## src/tmc_timer_map.svh

```systemverilog
`ifndef TMC_TIMER_MAP_SVH
`define TMC_TIMER_MAP_SVH
// Byte offsets, one aligned word per 8-bit location
`define TMC_OFF_CTRL_A 8'h00
`define TMC_OFF_CTRL_B 8'h04
`define TMC_OFF_CTRL_C 8'h08
`define TMC_OFF_FLAGS 8'h0C
`define TMC_OFF_CNT_LO 8'h10
`define TMC_OFF_CNT_HI 8'h14
`define TMC_OFF_CAP_LO 8'h18
`define TMC_OFF_CAP_HI 8'h1C
`define TMC_OFF_MATCH_BASE 8'h20
`define TMC_OFF_MATCH_LAST 8'h34
// Field positions
`define TMC_A_WGM_LSB 0
`define TMC_B_CS_LSB 0
`define TMC_B_WGM_LSB 3
`define TMC_B_EDGE_BIT 6
`define TMC_B_FILT_BIT 7
`define TMC_C_ACSEL_BIT 0
`define TMC_C_CAPIE_BIT 1
`define TMC_C_OVFIE_BIT 2
`define TMC_F_OVF_BIT 0
`define TMC_F_CAP_BIT 1
// Reset values and counts
`define TMC_RST_BYTE 8'h00
`define TMC_RST_WORD 16'h0000
`define TMC_MAX 16'hFFFF
`define TMC_TOP_8 16'h00FF
`define TMC_TOP_9 16'h01FF
`define TMC_TOP_10 16'h03FF
`define TMC_FILT_SAMPLES 4
`endif

```

## src/tmc_timer_pkg.sv

```systemverilog
package tmc_timer_pkg;
    // Software configuration gathered from the control registers
    typedef struct packed {
        logic [3:0] wgm;
        logic [2:0] cs;
        logic edge_rise;
        logic filt_en;
        logic comp_sel;
        logic cap_ie;
        logic ovf_ie;
    } tmc_cfg_t;
    typedef enum logic {
        TMC_DIR_UP,
        TMC_DIR_DOWN
    } tmc_dir_t;
    typedef enum logic [1:0] {
        TMC_SEQ_NORMAL,
        TMC_SEQ_CLEAR,
        TMC_SEQ_DUAL
    } tmc_seq_t;
endpackage

```

## src/tmc_timer16.sv

```systemverilog
// The register addresses and the APB register port were left to the implementer.
`timescale 1ns/10ps
`include "tmc_timer_map.svh"
// Functional notes
// - One shared 8-bit high-byte holding register serves all 16-bit registers.
// - Low-byte write loads holding byte and written byte together.
// - Low-byte read copies upper byte into holding register same cycle.
// - Match register reads give upper byte directly, holding register untouched.
// - Holding register survives low-byte writes for reuse across registers.
// - Three-bit clock select picks tick source; zero stops counter.
// - Each tick clears, increments or decrements counter per mode.
// - Counter readable and writable whether or not ticking.
// - Host counter write beats same-cycle clear or count.
// - Four-bit waveform mode, split over control A and B, sets sequence.
// - Overflow flag set where mode defines; can request interrupt.
// - Counter is two byte locations; upper location reaches holding register.
// - Matching capture edge copies full counter into capture register.
// - Capture flag set in same cycle capture register loads.
// - Enabled capture flag requests interrupt; cleared when serviced.
// - Writing one clears capture flag; zero leaves it.
// - Trigger from pin; comparator source only on instance one.
// - Capture read low first; upper location returns holding register.
// - Filter changes output after four equal samples, four cycles delay.
// - Capture register writable only when mode uses it as top.
module tmc_timer16 #(
    parameter bit IS_TIMER1 = 1'b1,
    parameter int ADDR_W = 8
) (
    // APB slave
    input wire logic pclk,
    input wire logic presetn,
    input wire logic psel,
    input wire logic penable,
    input wire logic pwrite,
    input wire logic [ADDR_W-1:0] paddr,
    input wire logic [31:0] pwdata,
    output logic [31:0] prdata,
    output logic pready,
    output logic pslverr,
    // External timer clock and capture sources
    input wire logic ext_clk_pin,
    input wire logic capture_input_pin,
    input wire logic comparator_output,
    // Interrupt requests and service acknowledges
    output logic overflow_irq,
    output logic capture_irq,
    input wire logic overflow_irq_ack,
    input wire logic capture_irq_ack,
    // Observed state
    output logic [15:0] count_value
);

// ==========================================================
// Helpers
function automatic logic [15:0] top_of(input logic [3:0] m, input logic [15:0] ma,
                                        input logic [15:0] ic);
    case (m)
        4'd1, 4'd5: top_of = `TMC_TOP_8;
        4'd2, 4'd6: top_of = `TMC_TOP_9;
        4'd3, 4'd7: top_of = `TMC_TOP_10;
        4'd4, 4'd9, 4'd11, 4'd15: top_of = ma;
        4'd8, 4'd10, 4'd12, 4'd14: top_of = ic;
        default: top_of = `TMC_MAX;
    endcase
endfunction

function automatic tmc_timer_pkg::tmc_seq_t seq_of(input logic [3:0] m);
    case (m)
        4'd1, 4'd2, 4'd3, 4'd8, 4'd9, 4'd10, 4'd11: seq_of = tmc_timer_pkg::TMC_SEQ_DUAL;
        4'd4, 4'd5, 4'd6, 4'd7, 4'd12, 4'd14, 4'd15: seq_of = tmc_timer_pkg::TMC_SEQ_CLEAR;
        default: seq_of = tmc_timer_pkg::TMC_SEQ_NORMAL;
    endcase
endfunction

// Modes where the capture register defines top
function automatic logic cap_is_top(input logic [3:0] m);
    cap_is_top = (m == 4'd8) || (m == 4'd10) || (m == 4'd12) || (m == 4'd14);
endfunction

// ==========================================================
// Registers
tmc_timer_pkg::tmc_cfg_t cfg_r;
tmc_timer_pkg::tmc_dir_t dir_r;
logic [7:0] hold_r;
logic [15:0] count_r;
logic [15:0] capture_value_r;
logic [15:0] match_value_regs [3];
logic overflow_flag_r;
logic capture_flag_r;
logic [31:0] prdata_r;
logic [15:0] snap_r;

// ==========================================================
// Bus decode
logic [7:0] offs;
logic setup_ph;
logic access_ph;
logic wr_en;
logic rd_done;
logic mapped;
logic is_match;
logic [1:0] match_idx;
logic match_hi;
logic [7:0] wbyte;

assign offs = 8'(paddr);
assign setup_ph = psel && !penable;
assign access_ph = psel && penable;
assign wr_en = access_ph && pwrite && mapped;
assign rd_done = access_ph && !pwrite && mapped;
assign is_match = (offs >= `TMC_OFF_MATCH_BASE) && (offs <= `TMC_OFF_MATCH_LAST);
assign match_idx = 2'((offs - `TMC_OFF_MATCH_BASE) >> 3);
assign match_hi = offs[2];
assign wbyte = pwdata[7:0];
assign mapped = (offs[1:0] == 2'b00) && (is_match || (offs <= `TMC_OFF_CAP_HI));

// Zero wait states; unaligned or unmapped offsets answer with an error
assign pready = access_ph;
assign pslverr = access_ph && !mapped;
assign prdata = prdata_r;

logic [3:0] wgm;
logic [15:0] top_val;
tmc_timer_pkg::tmc_seq_t seq;
assign wgm = cfg_r.wgm;
assign top_val = top_of(wgm, match_value_regs[0], capture_value_r);
assign seq = seq_of(wgm);
assign count_value = count_r;

// ==========================================================
// Read path: value sampled in setup, driven in access
logic [7:0] rd_byte;
always_comb begin
    rd_byte = `TMC_RST_BYTE;
    if (is_match) begin
        if (match_hi) begin
            rd_byte = match_value_regs[match_idx][15:8];
        end else begin
            rd_byte = match_value_regs[match_idx][7:0];
        end
    end else begin
        case (offs)
            `TMC_OFF_CTRL_A: rd_byte = {6'h00, cfg_r.wgm[1:0]};
            `TMC_OFF_CTRL_B: rd_byte = {cfg_r.filt_en, cfg_r.edge_rise, cfg_r.wgm[3:2],
                                        cfg_r.cs};
            `TMC_OFF_CTRL_C: rd_byte = {5'h00, cfg_r.ovf_ie, cfg_r.cap_ie, cfg_r.comp_sel};
            `TMC_OFF_FLAGS: rd_byte = {6'h00, capture_flag_r, overflow_flag_r};
            `TMC_OFF_CNT_LO: rd_byte = count_r[7:0];
            `TMC_OFF_CNT_HI: rd_byte = hold_r;
            `TMC_OFF_CAP_LO: rd_byte = capture_value_r[7:0];
            `TMC_OFF_CAP_HI: rd_byte = hold_r;
            default: rd_byte = `TMC_RST_BYTE;
        endcase
    end
end

// Snapshot keeps the low and high halves of one read consistent
always_ff @(posedge pclk or negedge presetn) begin
    if (!presetn) begin
        prdata_r <= 32'h00000000;
        snap_r <= `TMC_RST_WORD;
    end else if (setup_ph && !pwrite) begin
        prdata_r <= {24'h000000, rd_byte};
        snap_r <= (offs == `TMC_OFF_CAP_LO) ? capture_value_r : count_r;
    end
end

// ==========================================================
// Shared holding register
always_ff @(posedge pclk or negedge presetn) begin
    if (!presetn) begin
        hold_r <= `TMC_RST_BYTE;
    end else if (wr_en && (is_match ? match_hi :
                 (offs == `TMC_OFF_CNT_HI || offs == `TMC_OFF_CAP_HI))) begin
        hold_r <= wbyte;
    end else if (rd_done && (offs == `TMC_OFF_CNT_LO || offs == `TMC_OFF_CAP_LO)) begin
        hold_r <= snap_r[15:8];
    end
end

// ==========================================================
// Control registers
always_ff @(posedge pclk or negedge presetn) begin
    if (!presetn) begin
        cfg_r <= '0;
    end else if (wr_en) begin
        case (offs)
            `TMC_OFF_CTRL_A: cfg_r.wgm[1:0] <= wbyte[`TMC_A_WGM_LSB +: 2];
            `TMC_OFF_CTRL_B: begin
                cfg_r.cs <= wbyte[`TMC_B_CS_LSB +: 3];
                cfg_r.wgm[3:2] <= wbyte[`TMC_B_WGM_LSB +: 2];
                cfg_r.edge_rise <= wbyte[`TMC_B_EDGE_BIT];
                cfg_r.filt_en <= wbyte[`TMC_B_FILT_BIT];
            end
            `TMC_OFF_CTRL_C: begin
                // Comparator source exists only on instance one
                cfg_r.comp_sel <= wbyte[`TMC_C_ACSEL_BIT] && IS_TIMER1;
                cfg_r.cap_ie <= wbyte[`TMC_C_CAPIE_BIT];
                cfg_r.ovf_ie <= wbyte[`TMC_C_OVFIE_BIT];
            end
            default: ;
        endcase
    end
end

// ==========================================================
// Match registers (no compare logic here, storage only)
always_ff @(posedge pclk or negedge presetn) begin
    if (!presetn) begin
        for (int i = 0; i < 3; i++) begin
            match_value_regs[i] <= `TMC_RST_WORD;
        end
    end else if (wr_en && is_match && !match_hi) begin
        match_value_regs[match_idx] <= {hold_r, wbyte};
    end
end

// ==========================================================
// Tick generation
logic [9:0] presc_r;
logic [2:0] ext_sync_r;
logic timer_tick;
always_ff @(posedge pclk or negedge presetn) begin
    if (!presetn) begin
        presc_r <= 10'h000;
        ext_sync_r <= 3'h0;
    end else begin
        presc_r <= presc_r + 10'h001;
        ext_sync_r <= {ext_sync_r[1:0], ext_clk_pin};
    end
end

always_comb begin
    case (cfg_r.cs)
        3'd1: timer_tick = 1'b1;
        3'd2: timer_tick = &presc_r[2:0];
        3'd3: timer_tick = &presc_r[5:0];
        3'd4: timer_tick = &presc_r[7:0];
        3'd5: timer_tick = &presc_r;
        3'd6: timer_tick = ext_sync_r[2] && !ext_sync_r[1];
        3'd7: timer_tick = !ext_sync_r[2] && ext_sync_r[1];
        default: timer_tick = 1'b0;
    endcase
end

// ==========================================================
// Counter core
logic cnt_wr;
logic ovf_evt;
logic [15:0] count_nxt;
tmc_timer_pkg::tmc_dir_t dir_nxt;
assign cnt_wr = wr_en && (offs == `TMC_OFF_CNT_LO);

always_comb begin
    count_nxt = count_r;
    dir_nxt = dir_r;
    ovf_evt = 1'b0;
    if (timer_tick) begin
        unique case (seq)
            tmc_timer_pkg::TMC_SEQ_NORMAL: begin
                count_nxt = count_r + 16'h0001;
                ovf_evt = (count_r == `TMC_MAX);
            end
            tmc_timer_pkg::TMC_SEQ_CLEAR: begin
                if (count_r == top_val) begin
                    count_nxt = `TMC_RST_WORD;
                end else begin
                    count_nxt = count_r + 16'h0001;
                end
                // CTC modes overflow at MAX, fast modes at TOP
                if (wgm == 4'd4 || wgm == 4'd12) begin
                    ovf_evt = (count_r == `TMC_MAX);
                end else begin
                    ovf_evt = (count_r == top_val);
                end
            end
            tmc_timer_pkg::TMC_SEQ_DUAL: begin
                if (dir_r == tmc_timer_pkg::TMC_DIR_UP) begin
                    if (count_r >= top_val) begin
                        dir_nxt = tmc_timer_pkg::TMC_DIR_DOWN;
                        count_nxt = count_r - 16'h0001;
                    end else begin
                        count_nxt = count_r + 16'h0001;
                    end
                end else if (count_r == `TMC_RST_WORD) begin
                    dir_nxt = tmc_timer_pkg::TMC_DIR_UP;
                    count_nxt = 16'h0001;
                    ovf_evt = 1'b1;
                end else begin
                    count_nxt = count_r - 16'h0001;
                end
            end
        endcase
    end
    if (cnt_wr) begin
        count_nxt = {hold_r, wbyte};
    end
end

always_ff @(posedge pclk or negedge presetn) begin
    if (!presetn) begin
        count_r <= `TMC_RST_WORD;
        dir_r <= tmc_timer_pkg::TMC_DIR_UP;
    end else begin
        count_r <= count_nxt;
        dir_r <= dir_nxt;
    end
end

// ==========================================================
// Capture input conditioning
logic [1:0] cap_sync_r;
logic [2:0] filt_sh_r;
logic filt_out_r;
logic cap_prev_r;
logic cap_src;
logic cap_lvl;
logic cap_evt;
assign cap_src = cfg_r.comp_sel ? comparator_output : capture_input_pin;

always_ff @(posedge pclk or negedge presetn) begin
    if (!presetn) begin
        cap_sync_r <= 2'b00;
        filt_sh_r <= 3'h0;
        filt_out_r <= 1'b0;
        cap_prev_r <= 1'b0;
    end else begin
        cap_sync_r <= {cap_sync_r[0], cap_src};
        filt_sh_r <= {filt_sh_r[1:0], cap_sync_r[1]};
        // Current sample and the last three must agree, so the delay stays at four
        if ({filt_sh_r, cap_sync_r[1]} == 4'hF || {filt_sh_r, cap_sync_r[1]} == 4'h0) begin
            filt_out_r <= cap_sync_r[1];
        end
        cap_prev_r <= cap_lvl;
    end
end

assign cap_lvl = cfg_r.filt_en ? filt_out_r : cap_sync_r[1];
// Capture unit is idle while the capture register is the top value
assign cap_evt = !cap_is_top(wgm) &&
                 (cfg_r.edge_rise ? (cap_lvl && !cap_prev_r)
                                  : (!cap_lvl && cap_prev_r));

always_ff @(posedge pclk or negedge presetn) begin
    if (!presetn) begin
        capture_value_r <= `TMC_RST_WORD;
    end else if (cap_evt) begin
        capture_value_r <= count_r;
    end else if (wr_en && offs == `TMC_OFF_CAP_LO && cap_is_top(wgm)) begin
        capture_value_r <= {hold_r, wbyte};
    end
end

// ==========================================================
// Flags: a set in the clearing cycle wins
logic flag_wr;
assign flag_wr = wr_en && (offs == `TMC_OFF_FLAGS);

always_ff @(posedge pclk or negedge presetn) begin
    if (!presetn) begin
        capture_flag_r <= 1'b0;
        overflow_flag_r <= 1'b0;
    end else begin
        if (cap_evt) begin
            capture_flag_r <= 1'b1;
        end else if (capture_irq_ack || (flag_wr && wbyte[`TMC_F_CAP_BIT])) begin
            capture_flag_r <= 1'b0;
        end
        if (ovf_evt) begin
            overflow_flag_r <= 1'b1;
        end else if (overflow_irq_ack || (flag_wr && wbyte[`TMC_F_OVF_BIT])) begin
            overflow_flag_r <= 1'b0;
        end
    end
end

assign capture_irq = capture_flag_r && cfg_r.cap_ie;
assign overflow_irq = overflow_flag_r && cfg_r.ovf_ie;

endmodule

```

## config.mk

```make
export PLATFORM = sky130hd
export DESIGN_NAME = tmc_timer16
export DESIGN_NICKNAME = d
export VERILOG_FILES = /design/src/tmc_timer_pkg.sv /design/src/tmc_timer16.sv
export VERILOG_INCLUDE_DIRS = /design/src
export SDC_FILE = /design/constraint.sdc
export NUM_CORES = 1
export LEC_CHECK = 0
export CAP_MARGIN = 5
export CORE_UTILIZATION = 65
export CTS_CLUSTER_SIZE = 16
export DETAILED_ROUTE_END_ITERATION = 16
export DONT_BUFFER_PORTS = 1
export PLACE_DENSITY = 0.8
export SLEW_MARGIN = 0
export SYNTH_ARGS = -nofsm -noshare
export SYNTH_HDL_FRONTEND = slang
export SYNTH_SLANG_ARGS = --single-unit
```

## constraint.sdc

```tcl
create_clock -name pclk -period 6.5 [get_ports pclk]
set_clock_uncertainty 0.1 [all_clocks]
set_input_delay 0.325 -clock pclk [delete_from_list [all_inputs] [get_ports pclk]]
set_output_delay 0.325 -clock pclk [all_outputs]
set_load 0.02 [all_outputs]
```

=== After elaboration in Yosys (flattened, before gate mapping) ===
Memories as Yosys holds them, arrays and structs flattened.
Index checks and enable logic that the tools add are counted.

* Register bits: 147
* Bits in read-only memories: 32
* Input port bits: 50
* Word-level logic and storage cells: 180
* Memories kept: 1

* $add $sub $neg: 4
* $lt $le $gt $ge: 6
* Eq/ne operators: 33
* Multiplexer cells: 39
* Bitwise operators: 1
* Reductions and logical operators: 71

{| class="wikitable"
|+ Memory list
! name !! depth !! width !! rd ports !! clocked after Yosys merged registers in !! wr ports !! line !! source
|-
| (no name shown) || 16 || 2 || 1 || 0 || 0 || tmc_timer16.sv:68 || <nowiki>case (m)</nowiki>
|}

{| class="wikitable"
|+ Operators by type and width
! operator !! number
|-
| $mux 16 || 12
|-
| $pmux 16 s5 || 1
|-
| $pmux 8 s7 || 1
|-
| $bwmux 48 || 1
|-
| $pmux 16 s3 || 1
|-
| $bmux 16 s2 || 1
|-
| $demux 16 s2 || 1
|-
| $eq 4x4->1 const B || 8
|-
| $eq 8x5->1 const B || 4
|-
| $mux 8 || 4
|-
| $logic_and 1x1->1 || 28
|-
| $add 16x1->16 const B || 1
|-
| $eq 16x16->1 || 1
|-
| $eq 16x16->1 const B || 1
|-
| $eq 4x3->1 const B || 4
|-
| $eq 8x4->1 const B || 2
|-
| $ge 16x16->1 || 1
|-
| $logic_not 16->1 || 1
|-
| $sub 16x1->16 const B || 1
|-
| $mux 1 || 15
|-
| $eq 3x3->1 const B || 4
|-
| $add 10x1->10 const B || 1
|-
| $logic_or 1x1->1 || 10
|-
| $reduce_and 10->1 || 1
|-
| other kinds (27) || 49
|}

=== Depth between registers and ports, before layout ===
Gate-level depths: netlist (run 1).

* Depth in word-level cells: 10
* Mapped depth: 15
* Mapped depth without buffers: 13

=== Worst setup path after synthesis (run 1) ===
No wires, ideal clock.

* Kind: register to register
* Start point: register wgm[0] (netlist name)
* End point: register count_r[3], in the netlist count_value[3]
* Setup time: 0.124 ns
* Arrival: 3.316 ns
* Required time: 6.276 ns
* Path slack: 2.959 ns
* Stages on the path, launching flop included: 15
* Clock period less this slack: 3.541 ns
* Path through: dfrtp_1 > clkbuf_1 > clkbuf_1 > nor2_1 > a21oi_1 > o22ai_1 > ha_1 > nand3_1 > or4_1 > a21o_1 > o211ai_1 > buf_2 > mux2i_1 > mux2i_1 > a21oi_1

* Word-level cells in the longest chain between the ends: 9
* Elaborated cells on any way between the ends: 32

{| class="wikitable"
|+ Ends and longest elaborated chain
! element !! line !! source
|-
| $eq 4x4->1 (tied with other cells) || tmc_timer16.sv:57 || <nowiki>case (m)</nowiki>
|-
| $reduce_or 4->1 or $reduce_or 2->1 (tied branches) || tmc_timer16.sv:57 ||
|-
| $pmux 16 s5 || tmc_timer16.sv:57 ||
|-
| $ge 16x16->1 || tmc_timer16.sv:279 || <nowiki>if (count_r >= top_val) begin</nowiki>
|-
| $mux 16 || tmc_timer16.sv:279 ||
|-
| $mux 16 || tmc_timer16.sv:278 || <nowiki>if (dir_r == tmc_timer_pkg::TMC_DIR_UP) begin</nowiki>
|-
| $pmux 16 s3 (*) || tmc_timer16.sv:259 || <nowiki>unique case (seq)</nowiki>
|-
| $mux 16 (*) || tmc_timer16.sv:258 || <nowiki>if (timer_tick) begin</nowiki>
|-
| $mux 16 (*) || tmc_timer16.sv:295 || <nowiki>if (cnt_wr) begin</nowiki>
|-
| end signal: assignment || tmc_timer16.sv:302 || <nowiki>count_r <= `TMC_RST_WORD;</nowiki>
|-
| end signal: assignment || tmc_timer16.sv:305 || <nowiki>count_r <= count_nxt;</nowiki>
|-
| end: declaration || tmc_timer16.sv:85 || <nowiki>logic [15:0] count_r;</nowiki>
|}

Mark *: on every way between the ends. The rest lies on a longest branch, timed or not. The select of a mux whose other input is x is not followed.
A chain may end at the register's enable or synchronous reset.

=== Worst setup path after layout (run 1) ===
* Start point: register wgm[0] (netlist name)
* End point: register count_r[10], in the netlist count_value[10]

* Word-level cells in the longest chain between the ends: 9
* Elaborated cells on any way between the ends: 32

{| class="wikitable"
|+ Ends and longest elaborated chain
! element !! line
|-
| $eq 4x4->1 (tied with other cells) || tmc_timer16.sv:57
|-
| $reduce_or 4->1 or $reduce_or 2->1 (tied branches) || tmc_timer16.sv:57
|-
| $pmux 16 s5 || tmc_timer16.sv:57
|-
| $ge 16x16->1 || tmc_timer16.sv:279
|-
| $mux 16 || tmc_timer16.sv:279
|-
| $mux 16 || tmc_timer16.sv:278
|-
| $pmux 16 s3 (*) || tmc_timer16.sv:259
|-
| $mux 16 (*) || tmc_timer16.sv:258
|-
| $mux 16 (*) || tmc_timer16.sv:295
|}

Marks and branches as above.

==> run metrics, run 1 <==
status finished with violations; failing checks hold timing; crit path to count_value[10]; DRC Markers 0; Num CTS Buffers 17; total leakage power 0.00414 uW; Clock transition at path regs 60 ps; Power Total 2180 uW; Worst Path Arrival 4620 ps; TritonRoute pass-1 iters 6; via count 7531; Ports 102; Slew headroom 0.265; I/O Buffers 0; Cell Rows 41; PwrDens 233 nW/um^2; top cells by area, synth dfrtp_1, mux2_2, mux2i_1; fin util 0.732; fin crit period 4390 ps; slowest library cell on the worst path dfrtp_1; Critical R2R Capture count_value[10]; setup_tns 0 ps; HPWL after detailed placement 17000 um; CP startpoint kind flop; CTS tree built; total wire length 25200 um; routed wl met3 2620 um; Max Cap Viol 0; Hold Worst Slack -3.66 ps; number of clock sinks 139; Reg2Reg Setup Slack 2110 ps; final setup vio count 0; clk root buf clkbuf_16; antenna violations before repair 2; Antenna Nets Post-Route 0; worst r2r path cells 11; CTS max path bufs 2; Seq/Total Area, Yosys 0.404; Syn Inst Count 922; Layout Area Growth over Synthesis 8.63%; Die Width 117 um; Worst Path Required 6730 ps; Mean Syn Cell Area 9.34 um^2; Yosys reg bits 139; Ys Warns 0; Syn Std Cell Area 8610 um^2; Chip Height 117 um; vias in the first global route 7376; RSZ-0062 raised after global routing false; slew at the pin closest to its max-slew limit 1100 ps; top-count cell post-synth dfrtp_1; crit path from wgm[0]; CP peak stage delay 910 ps; VDD IR max 195 uV; worst path cell trace nor2_1 -> a21oi_1 -> o22ai_1 -> ha_1 -> nand3_1 -> or4_1 -> a21o_1 -> o211a_1 -> a31oi_1 -> a311oi_1 -> o41a_1; critical path type reg -> reg; share of cells above drive strength 1 0.141; Synth top area share 0.404; CP Max Fanout 27; met2 routed WL 11700 um; endpoints failing hold 1; period utilization 0.676; ys async rst share 1.00; H-tree levels 4; unique cell type count in the Yosys netlist 74; die area 13700 um^2; met1 wire length 9950 um; post-synth top area cell dfrtp_1; fin nets 976; Total GRT Usage 0.392; CP endpoint kind flop; fill count 902; reg2reg start wgm[0]; DR WL/cell 23.2 um; Max Clock Freq 228 MHz; post-CTS setup buffers 0; largest net degree at the start of global routing 140; Initial DRC Count 817; top metal layer carrying routed signals met5; first-pass GRT wire length 39700 um; Max Transition Viols Final 0; synth cell count leaders dfrtp_1, nand2_1, nor2_1; Initial Util 0.674; GRT overflow 0; Post-synth EDFFs 0; clk_lat worst skew 440 ps; Core ar. 12800 um^2; vias per inst 6.92; worst min-delay path class in -> reg; Routability Congestion 0.947; main flop type after synthesis dfrtp_1
-- repair_timing --
action | CTS | global route
gates resized for setup | 0 | 0
hold buffers | 15 | 0
endpoints found under the setup margin | 0 | 0
hold endpoints to repair | 191 | 0
-- layout make-up --
cell class | count | area [um^2] | share of cell area
Multi-Input combinational cell | 709 | 4740 | 0.507
Clock inverter | 13 | 186 | 0.0199
Sequential cell | 139 | 3480 | 0.372
Timing Repair Buffer | 22 | 220 | 0.0235
Inverter | 14 | 52.6 | 0.00562
Antenna cell | 1 | 2.50 | 0.000268
Tap cell | 172 | 215 | 0.0230
Clock buffer | 19 | 453 | 0.0484
-- critical path: cells and delay by family (launching register included) --
kind | cells | cell delay, ps
DFF | 1 | 910
and+or+nand+nor | 3 | 880
adders and majority gates | 1 | 350
AOI/OAI and AO/OA | 7 | 2030
-- kinds of logic (layout without fill, tap and decap cells) --
group                      count (synthesis)  count (layout)  synth area share
and+or+nand+nor                          299             299             0.171
other                                      1              25          0.000436
AOI/OAI and AO/OA                        243             243             0.187
adders and majority gates                 23              23            0.0334
muxes                                    105             105             0.132
DFF                                      139             139             0.404
buffers and inverters                     97              68            0.0565
xor gates and xnor gates                  15              15            0.0153
-- cell usage in the layout (no fill, tap or decap), drive strengths merged, types with 11 or more instances in the layout --
master       netlist  routed
dlygate4sd3        0      14
dfrtp            139     139
nor2              84      84
mux2              66      66
nand4             13      13
conb               1      24
a211oi            16      16
nor3              19      19
nand2             93      93
a21oi             57      57
nand3             27      27
o21ai             57      57
inv               14      17
clkbuf            42      19
ha                23      23
and3              11      11
mux2i             39      39
a31oi             18      18
-- state kept, by name, summed over array words and instances, names as in the netlist --
| register | flops |
|---|---|
| match_value_regs | 48 |
| capture_value_r | 16 |
| count_value | 16 |
| presc_r | 10 |
| cfg_r | 8 |
| hold_r | 8 |
| prdata | 8 |
| snap_r | 8 |
| wgm | 4 |
| ext_sync_r | 3 |
| filt_sh_r | 3 |
| cap_sync_r | 2 |
| cap_prev_r | 1 |
| capture_flag_r | 1 |
| dir_r | 1 |
| filt_out_r | 1 |
| overflow_flag_r | 1 |
-- power breakdown --
part | switching, uW | internal [uW] | total [uW]
combinational | 102 | 60.6 | 163
sequential | 58.0 | 897 | 955
clock | 402 | 664 | 1070
total | 562 | 1620 | 2180
-- layer usage --
layer | GRT usage | up-vias
li1 | - | 3318
met1 | 0.490 | 3692
met2 | 0.619 | 425
met3 | 0.122 | 94
met4 | 0.197 | 2
met5 | 0 | -
-- metrics by stage --
stage                     setup WS [ps]  instance area (um^2)  hold slack, ps  cells
after floorplan                    2960                  8700           -70.6    945
after global placement             2320                  8540           -67.4   1041
after detailed placement           2200                  8540           -67.0   1041
after CTS                          2210                  9350            5.77   1088
after global routing               1850                  9350            15.0   1088
final                              2110                  9350           -3.66   1089
-- worst min path at each step --
| stage | startpoint | endpoint | depth (start not counted) |
|---|---|---|---|
| after floorplan | presetn | cap_prev_r | 0 |
| final | pwdata[0] | capture_value_r[0] | 2 |
| after CTS | pwdata[6] | capture_value_r[6] | 2 |
| after global routing | pwdata[3] | hold_r[3] | 2 |
| after detailed placement | presetn | cap_sync_r[1] | 0 |
| after global placement | presetn | filt_sh_r[0] | 0 |
Power figures use the tool's default switching activity.
==> inputs of run 2 (changes only) <==
--- a/config.mk
+++ b/config.mk
@@ -7,11 +7,11 @@
 export NUM_CORES = 1
 export LEC_CHECK = 0
 export CAP_MARGIN = 5
-export CORE_UTILIZATION = 65
+export CORE_UTILIZATION = 58
 export CTS_CLUSTER_SIZE = 16
 export DETAILED_ROUTE_END_ITERATION = 16
 export DONT_BUFFER_PORTS = 1
-export PLACE_DENSITY = 0.8
+export PLACE_DENSITY = 0.75
 export SLEW_MARGIN = 0
 export SYNTH_ARGS = -nofsm -noshare
 export SYNTH_HDL_FRONTEND = slang
==> constraint.sdc (replaced) <==
create_clock -name pclk -period 3.7 [get_ports pclk]
set_clock_uncertainty 0.1 [all_clocks]
set_input_delay 0.185 -clock pclk [delete_from_list [all_inputs] [get_ports pclk]]
set_output_delay 0.185 -clock pclk [all_outputs]
set_load 0.02 [all_outputs]
==> run 2 against run 1 <==
The run now ends clean. Sequential power increased by 73%. Final cell count increased by 5.1%. Maximum frequency increased by 24%. Via count increased by 0.68%. Setup slack got worse by 2000 ps. First-iteration DRC count decreased by 3.7%. Design area increased by 4.2%. Hold slack improved by 13 ps.
==> run metrics, run 2 (synthesis results as in run 1) <==
status finished, final reports clean; Worst Hold Depth 3 (+1); CP peak stage delay 520 ps (-390 ps); fin crit period 3550 ps (-847 ps); share of cells above drive strength 1 0.179 (+0.0382); largest net degree at the start of global routing 140 (unchanged); slowest library cell on the worst path or4_1; Max Cap Viol 0 (unchanged); Hold Worst Slack 9.47 ps (+13.1 ps); dpl cell area 8820 um^2 (+3.2%); DR WL/cell 22.4 um (-3.5%); DRC Markers 0 (unchanged); Layout Area Growth over Synthesis 13.2%; Initial DRC Count 787 (-3.7%); RSZ-0062 raised after global routing false; Hold Startpoint pwrite; slew at the pin closest to its max-slew limit 1040 ps (-55.6 ps); Ports 102 (unchanged); Clock transition at path regs 60 ps (about the same); vias per inst 6.62 (-4.2%); total wire length 25600 um (+1.4%); Critical R2R Capture count_value[12]; via count 7582 (+0.68%); max reg flops 48 (unchanged); CTS tree built; Worst Path Required 3920 ps (-2810 ps); non-filler instance count after layout 1145 (+5.1%); Num CTS Buffers 17 (unchanged); Max Transition Viols Final 0 (unchanged); hold endpoint hold_r[5]; worst r2r path cells 14 (+3); antenna violations before repair 0 (-2); Die Width 124 um (+5.8%); final setup vio count 0 (unchanged); PwrDens 398 nW/um^2 (+71%); die area 15300 um^2 (+12%); pre-CTS setup slack 97.9 ps (-2100 ps); Placed Cells 1088 (+4.5%); CP endpoint kind flop; total leakage power 0.00436 uW (+5.2%); Worst Path Arrival 3770 ps (-850 ps); most common cell after layout, fill and taps aside dfrtp_1; design area 9750 um^2 (+4.2%); Slew headroom 0.305 (+0.0398); Total GRT Usage 0.354 (-0.0388); Initial Util 0.592 (-0.0816); clk_lat worst skew 440 ps (about the same); CP Max Fanout 5 (-81%); VDD IR max 307 uV (+57%); Cell Rows 44 (+7.3%); GRT overflow 0 (unchanged); Routability Congestion 0.946 (-0.15%); fin nets 1021 (+4.6%); Reg2Reg Setup Slack 150 ps (-1950 ps); final worst slack 154 ps (-1950 ps); I/O Buffers 0 (unchanged); worst path cell trace nand2b_2 -> nor2_1 -> o21ai_0 -> nand2_1 -> a21oi_1 -> ha_1 -> nand4_1 -> or4_1 -> a21o_1 -> o211a_4 -> a31oi_1 -> buf_4 -> o221ai_1 -> a22o_1; number of diodes 0 (-1); Core ar. 14500 um^2 (+14%); CTS max path bufs 2 (unchanged); endpoints failing hold 0 (-1); clk root buf clkbuf_16; Antenna Nets Post-Route 0 (unchanged); critical path type reg -> reg; worst min-delay path class in -> reg; Biggest register match_value_regs; reg2reg start wgm[1]; CP startpoint kind flop; vias in the first global route 7194 (-2.5%); number of clock sinks 139 (unchanged); Max Clock Freq 282 MHz (+24%); HPWL after detailed placement 17300 um (+1.6%); Chip Height 124 um (+5.8%); period utilization 0.958 (+0.283); TritonRoute pass-1 iters 5 (-1); first-pass GRT wire length 39800 um (+0.24%); commonest non-fill, non-tap cells in the layout dfrtp_1, nand2_1, nor2_1; setup_tns 0 ps (unchanged); H-tree levels 4 (unchanged)
[run 2: timing repair]
item	CTS	global route
resized for setup	0	8
hold buffers	23	0
setup endpoints to repair	0	13
endpoints found under the hold margin	208	0
setup buffers	0	2
[run 2: critical path, delay by kind of cell (launching register included)]
family / cells / cell delay [ps]
buffers and inverters: 1 / 170
DFF: 1 / 440
adders and majority gates: 1 / 320
and+or+nand+nor: 5 / 1180
AOI/OAI and AO/OA: 7 / 1210
[run 2: layout make-up]
type,count,area (um^2)
timing repair buffer,67,578
tap,184,230
clock buffer,18,439
clock inverter,14,208
inverter,14,52.6
multi-input combinational,709,4760
sequential,139,3480
fill,1172,4790
[run 2: stage by stage]
stage,utilization,total power (uW)
5_1_grt,0.671,4000
3_3_place_gp,0.607,1940
6_report,0.671,3880
2_1_floorplan,-,1900
3_5_place_dp,0.607,1940
4_1_cts,0.668,3880
[run 2: per-layer routing]
metal	up-vias	GRT usage	part of all wire
li1	3414	-	-
met1	3706	0.476	0.42
met2	385	0.544	0.45
met3	77	0.0765	0.094
met4	0	0.165	0.039
met5	-	0	0
[run 2: worst max path at each step]
stage	start	endpoint	slack (ps)
final	wgm[1]	count_value[12]	150
after global routing	wgm[1]	count_value[10]	10
after CTS	wgm[1]	count_value[5]	80
after detailed placement	wgm[1]	count_value[5]	100
after global placement	wgm[0]	count_value[12]	150
after floorplan	wgm[0]	count_value[3]	160
[run 2: where the power goes]
group,switching [uW],internal [uW]
Combinational,221,129
Sequential,73.6,1580
Clock,719,1160
==> inputs of run 3 (changes only) <==
--- a/config.mk
+++ b/config.mk
@@ -11,7 +11,7 @@
 export CTS_CLUSTER_SIZE = 16
 export DETAILED_ROUTE_END_ITERATION = 16
 export DONT_BUFFER_PORTS = 1
-export PLACE_DENSITY = 0.75
+export PLACE_DENSITY = 0.76
 export SLEW_MARGIN = 0
 export SYNTH_ARGS = -nofsm -noshare
 export SYNTH_HDL_FRONTEND = slang
==> run 3 against run 2 <==
Critical path type unchanged. Sequential share of layout area increased by 0.13 points. Utilization decreased by 0.24 points. Global-route usage fell by 0.066 points. Highest routed layer is now met5. First-iteration DRC count is 12% lower. Clock-buffer cell count increased by 5. Setup slack worse by 4.5 ps. Combinational power is 3% lower.
==> run metrics, run 3 (synthesis results as in run 1) <==
status finished, final reports clean; vias in the first global route 7286 (+1.3%); PwrDens 387 nW/um^2 (-2.8%); number of clock sinks 139 (unchanged); CP endpoint kind flop; met1 GRT Util 0.459 (-0.0161); DRC Markers 0 (unchanged); Layout Area Growth over Synthesis 12.8%; Reg2Reg Setup Slack 150 ps (about the same); design area 9710 um^2 (-0.36%); total leakage power 0.00434 uW (-0.31%); CP Max Fanout 14 (+9); dpl cell area 8800 um^2 (-0.17%); met2 GRT Util 0.551 (+0.00625); kind of cell adding the most delay to the critical path compound AO/OA/AOI/OAI gates; I/O Buffers 0 (unchanged); worst path cell trace buf_4 -> and3_1 -> a21oi_2 -> o22ai_1 -> ha_1 -> nand3_1 -> or4_1 -> a21o_1 -> o211a_1 -> buf_4 -> o31a_1 -> a311oi_1 -> o41a_1; fill count 1169 (-0.26%); Placed Cells 1086 (-0.18%); Antenna Nets Post-Route 0 (unchanged); H-tree levels 4 (unchanged); CTS tree built; Biggest register match_value_regs; fin crit period 3550 ps (+4.45 ps); slowest library cell on the worst path or4_1; Worst Path Arrival 3810 ps (+40 ps); Chip Height 124 um (unchanged); fin nets 1019 (-0.20%); Die Width 124 um (unchanged); max reg flops 48 (unchanged); via count 7603 (+0.28%); vias per inst 6.65 (+0.36%); endpoints failing hold 0 (unchanged); antenna violations before repair 2 (+2); Total GRT Usage 0.353 (-0.000657); setup_tns 0 ps (unchanged); Num CTS Buffers 17 (unchanged); DR WL/cell 22.3 um (-0.13%); Worst Path Required 3960 ps (+40 ps); commonest non-fill, non-tap cells in the layout dfrtp_1, nand2_1, nor2_1; crit path buf inv count 2 (+1); period utilization 0.960 (+0.00120); Hold Startpoint pwrite; layer with the highest usage met2; Cell Rows 44 (unchanged); critical path type reg -> reg; Max Clock Freq 282 MHz (-0.13%); GRT overflow 0 (unchanged); CP startpoint kind flop; Critical R2R Capture count_value[10]; Worst Hold Depth 3 (unchanged); total wire length 25600 um (-0.21%); hold endpoint hold_r[5]; HPWL after detailed placement 17400 um (+1.0%); Routability Congestion 0.931 (-1.5%); share of cells above drive strength 1 0.178 (-0.000669); RSZ-0062 raised after global routing false; non-filler instance count after layout 1144 (-0.087%); most frequent cell on the critical path buf_4; CTS max path bufs 2 (unchanged); Core ar. 14500 um^2 (unchanged); worst min-delay path class in -> reg; final setup vio count 0 (unchanged); Max Transition Viols Final 0 (unchanged); first-pass GRT wire length 39900 um (+0.28%); TritonRoute pass-1 iters 6 (+1); clk root buf clkbuf_16; most common cell after layout, fill and taps aside dfrtp_1; Clock transition at path regs 60 ps (about the same); Hold Worst Slack 28.5 ps (+19.0 ps); Ports 102 (unchanged); fin util 0.668 (-0.00241); Slew headroom 0.242 (-0.0633); worst r2r path cells 13 (-1); clk_lat worst skew 420 ps (-20 ps); slew at the pin closest to its max-slew limit 1140 ps (+95.0 ps); Initial DRC Count 695 (-12%); met3 Usage GRT 0.0893 (+0.0128); CP peak stage delay 530 ps (about the same); Initial Util 0.592 (unchanged); reg2reg start wgm[3]; Max Cap Viol 0 (unchanged); largest net degree at the start of global routing 140 (unchanged); die area 15300 um^2 (unchanged); VDD IR max 323 uV (+5.0%)
==> run 3: area by class of cell <==
cell class,instances,area [um^2],area share
diodes,1,2.50,0.000258
clock buffers,23,468,0.0482
clock inverters,9,136,0.0140
inverters,14,52.6,0.00541
multi-input cells,709,4780,0.492
flip-flops and latches,139,3480,0.358
well taps,184,230,0.0237
repair buffers,65,561,0.0577
==> run 3: worst register-to-register path, cell delays in order (launching register included) <==
cell and delay, ps:
dfrtp_1 430, buf_4 210, and3_1 160, a21oi_2 160, o22ai_1 160, ha_1 350, nand3_1 120, or4_1 530
a21o_1 200, o211a_1 190, buf_4 180, o31a_1 290, a311oi_1 250, o41a_1 150
==> run 3: through the flow <==
| step | total power, uW | worst slack (ps) |
|---|---|---|
| final | 3760 | 150 |
| after global routing | 3870 | 23.7 |
| after CTS | 3760 | 71.3 |
| after detailed placement | 1940 | 85.9 |
| after global placement | 1930 | 88.5 |
| after floorplan | 1900 | 159 |
==> run 3: repair_timing <==
item,in CTS,in global routing
endpoints found under the setup margin,0,14
resized for setup,0,14
endpoints found under the hold margin,210,0
buffers inserted,0,3
hold buffers,22,0
==> run 3: worst max-delay path by stage <==
stage / from / to / slack, ps / depth (start not counted)
after CTS: wgm[2] / count_value[5] / 70 / 13
after detailed placement: wgm[2] / count_value[5] / 90 / 13
after floorplan: wgm[0] / count_value[3] / 160 / 14
final: wgm[3] / count_value[10] / 150 / 13
after global placement: wgm[2] / count_value[10] / 90 / 13
after global routing: wgm[1] / count_value[8] / 20 / 12
==> run 3: report_power, final <==
part	internal (uW)	switching [uW]	total, uW
logic	125	215	340
clock network	1100	661	1760
registers	1580	79.2	1660
==> run 3: metal layers <==
| layer | part of all wire | up-vias |
|---|---|---|
| li1 | - | 3415 |
| met5 | 0.00051 | - |
| met2 | 0.46 | 383 |
| met1 | 0.41 | 3733 |
| met3 | 0.098 | 70 |
| met4 | 0.036 | 2 |
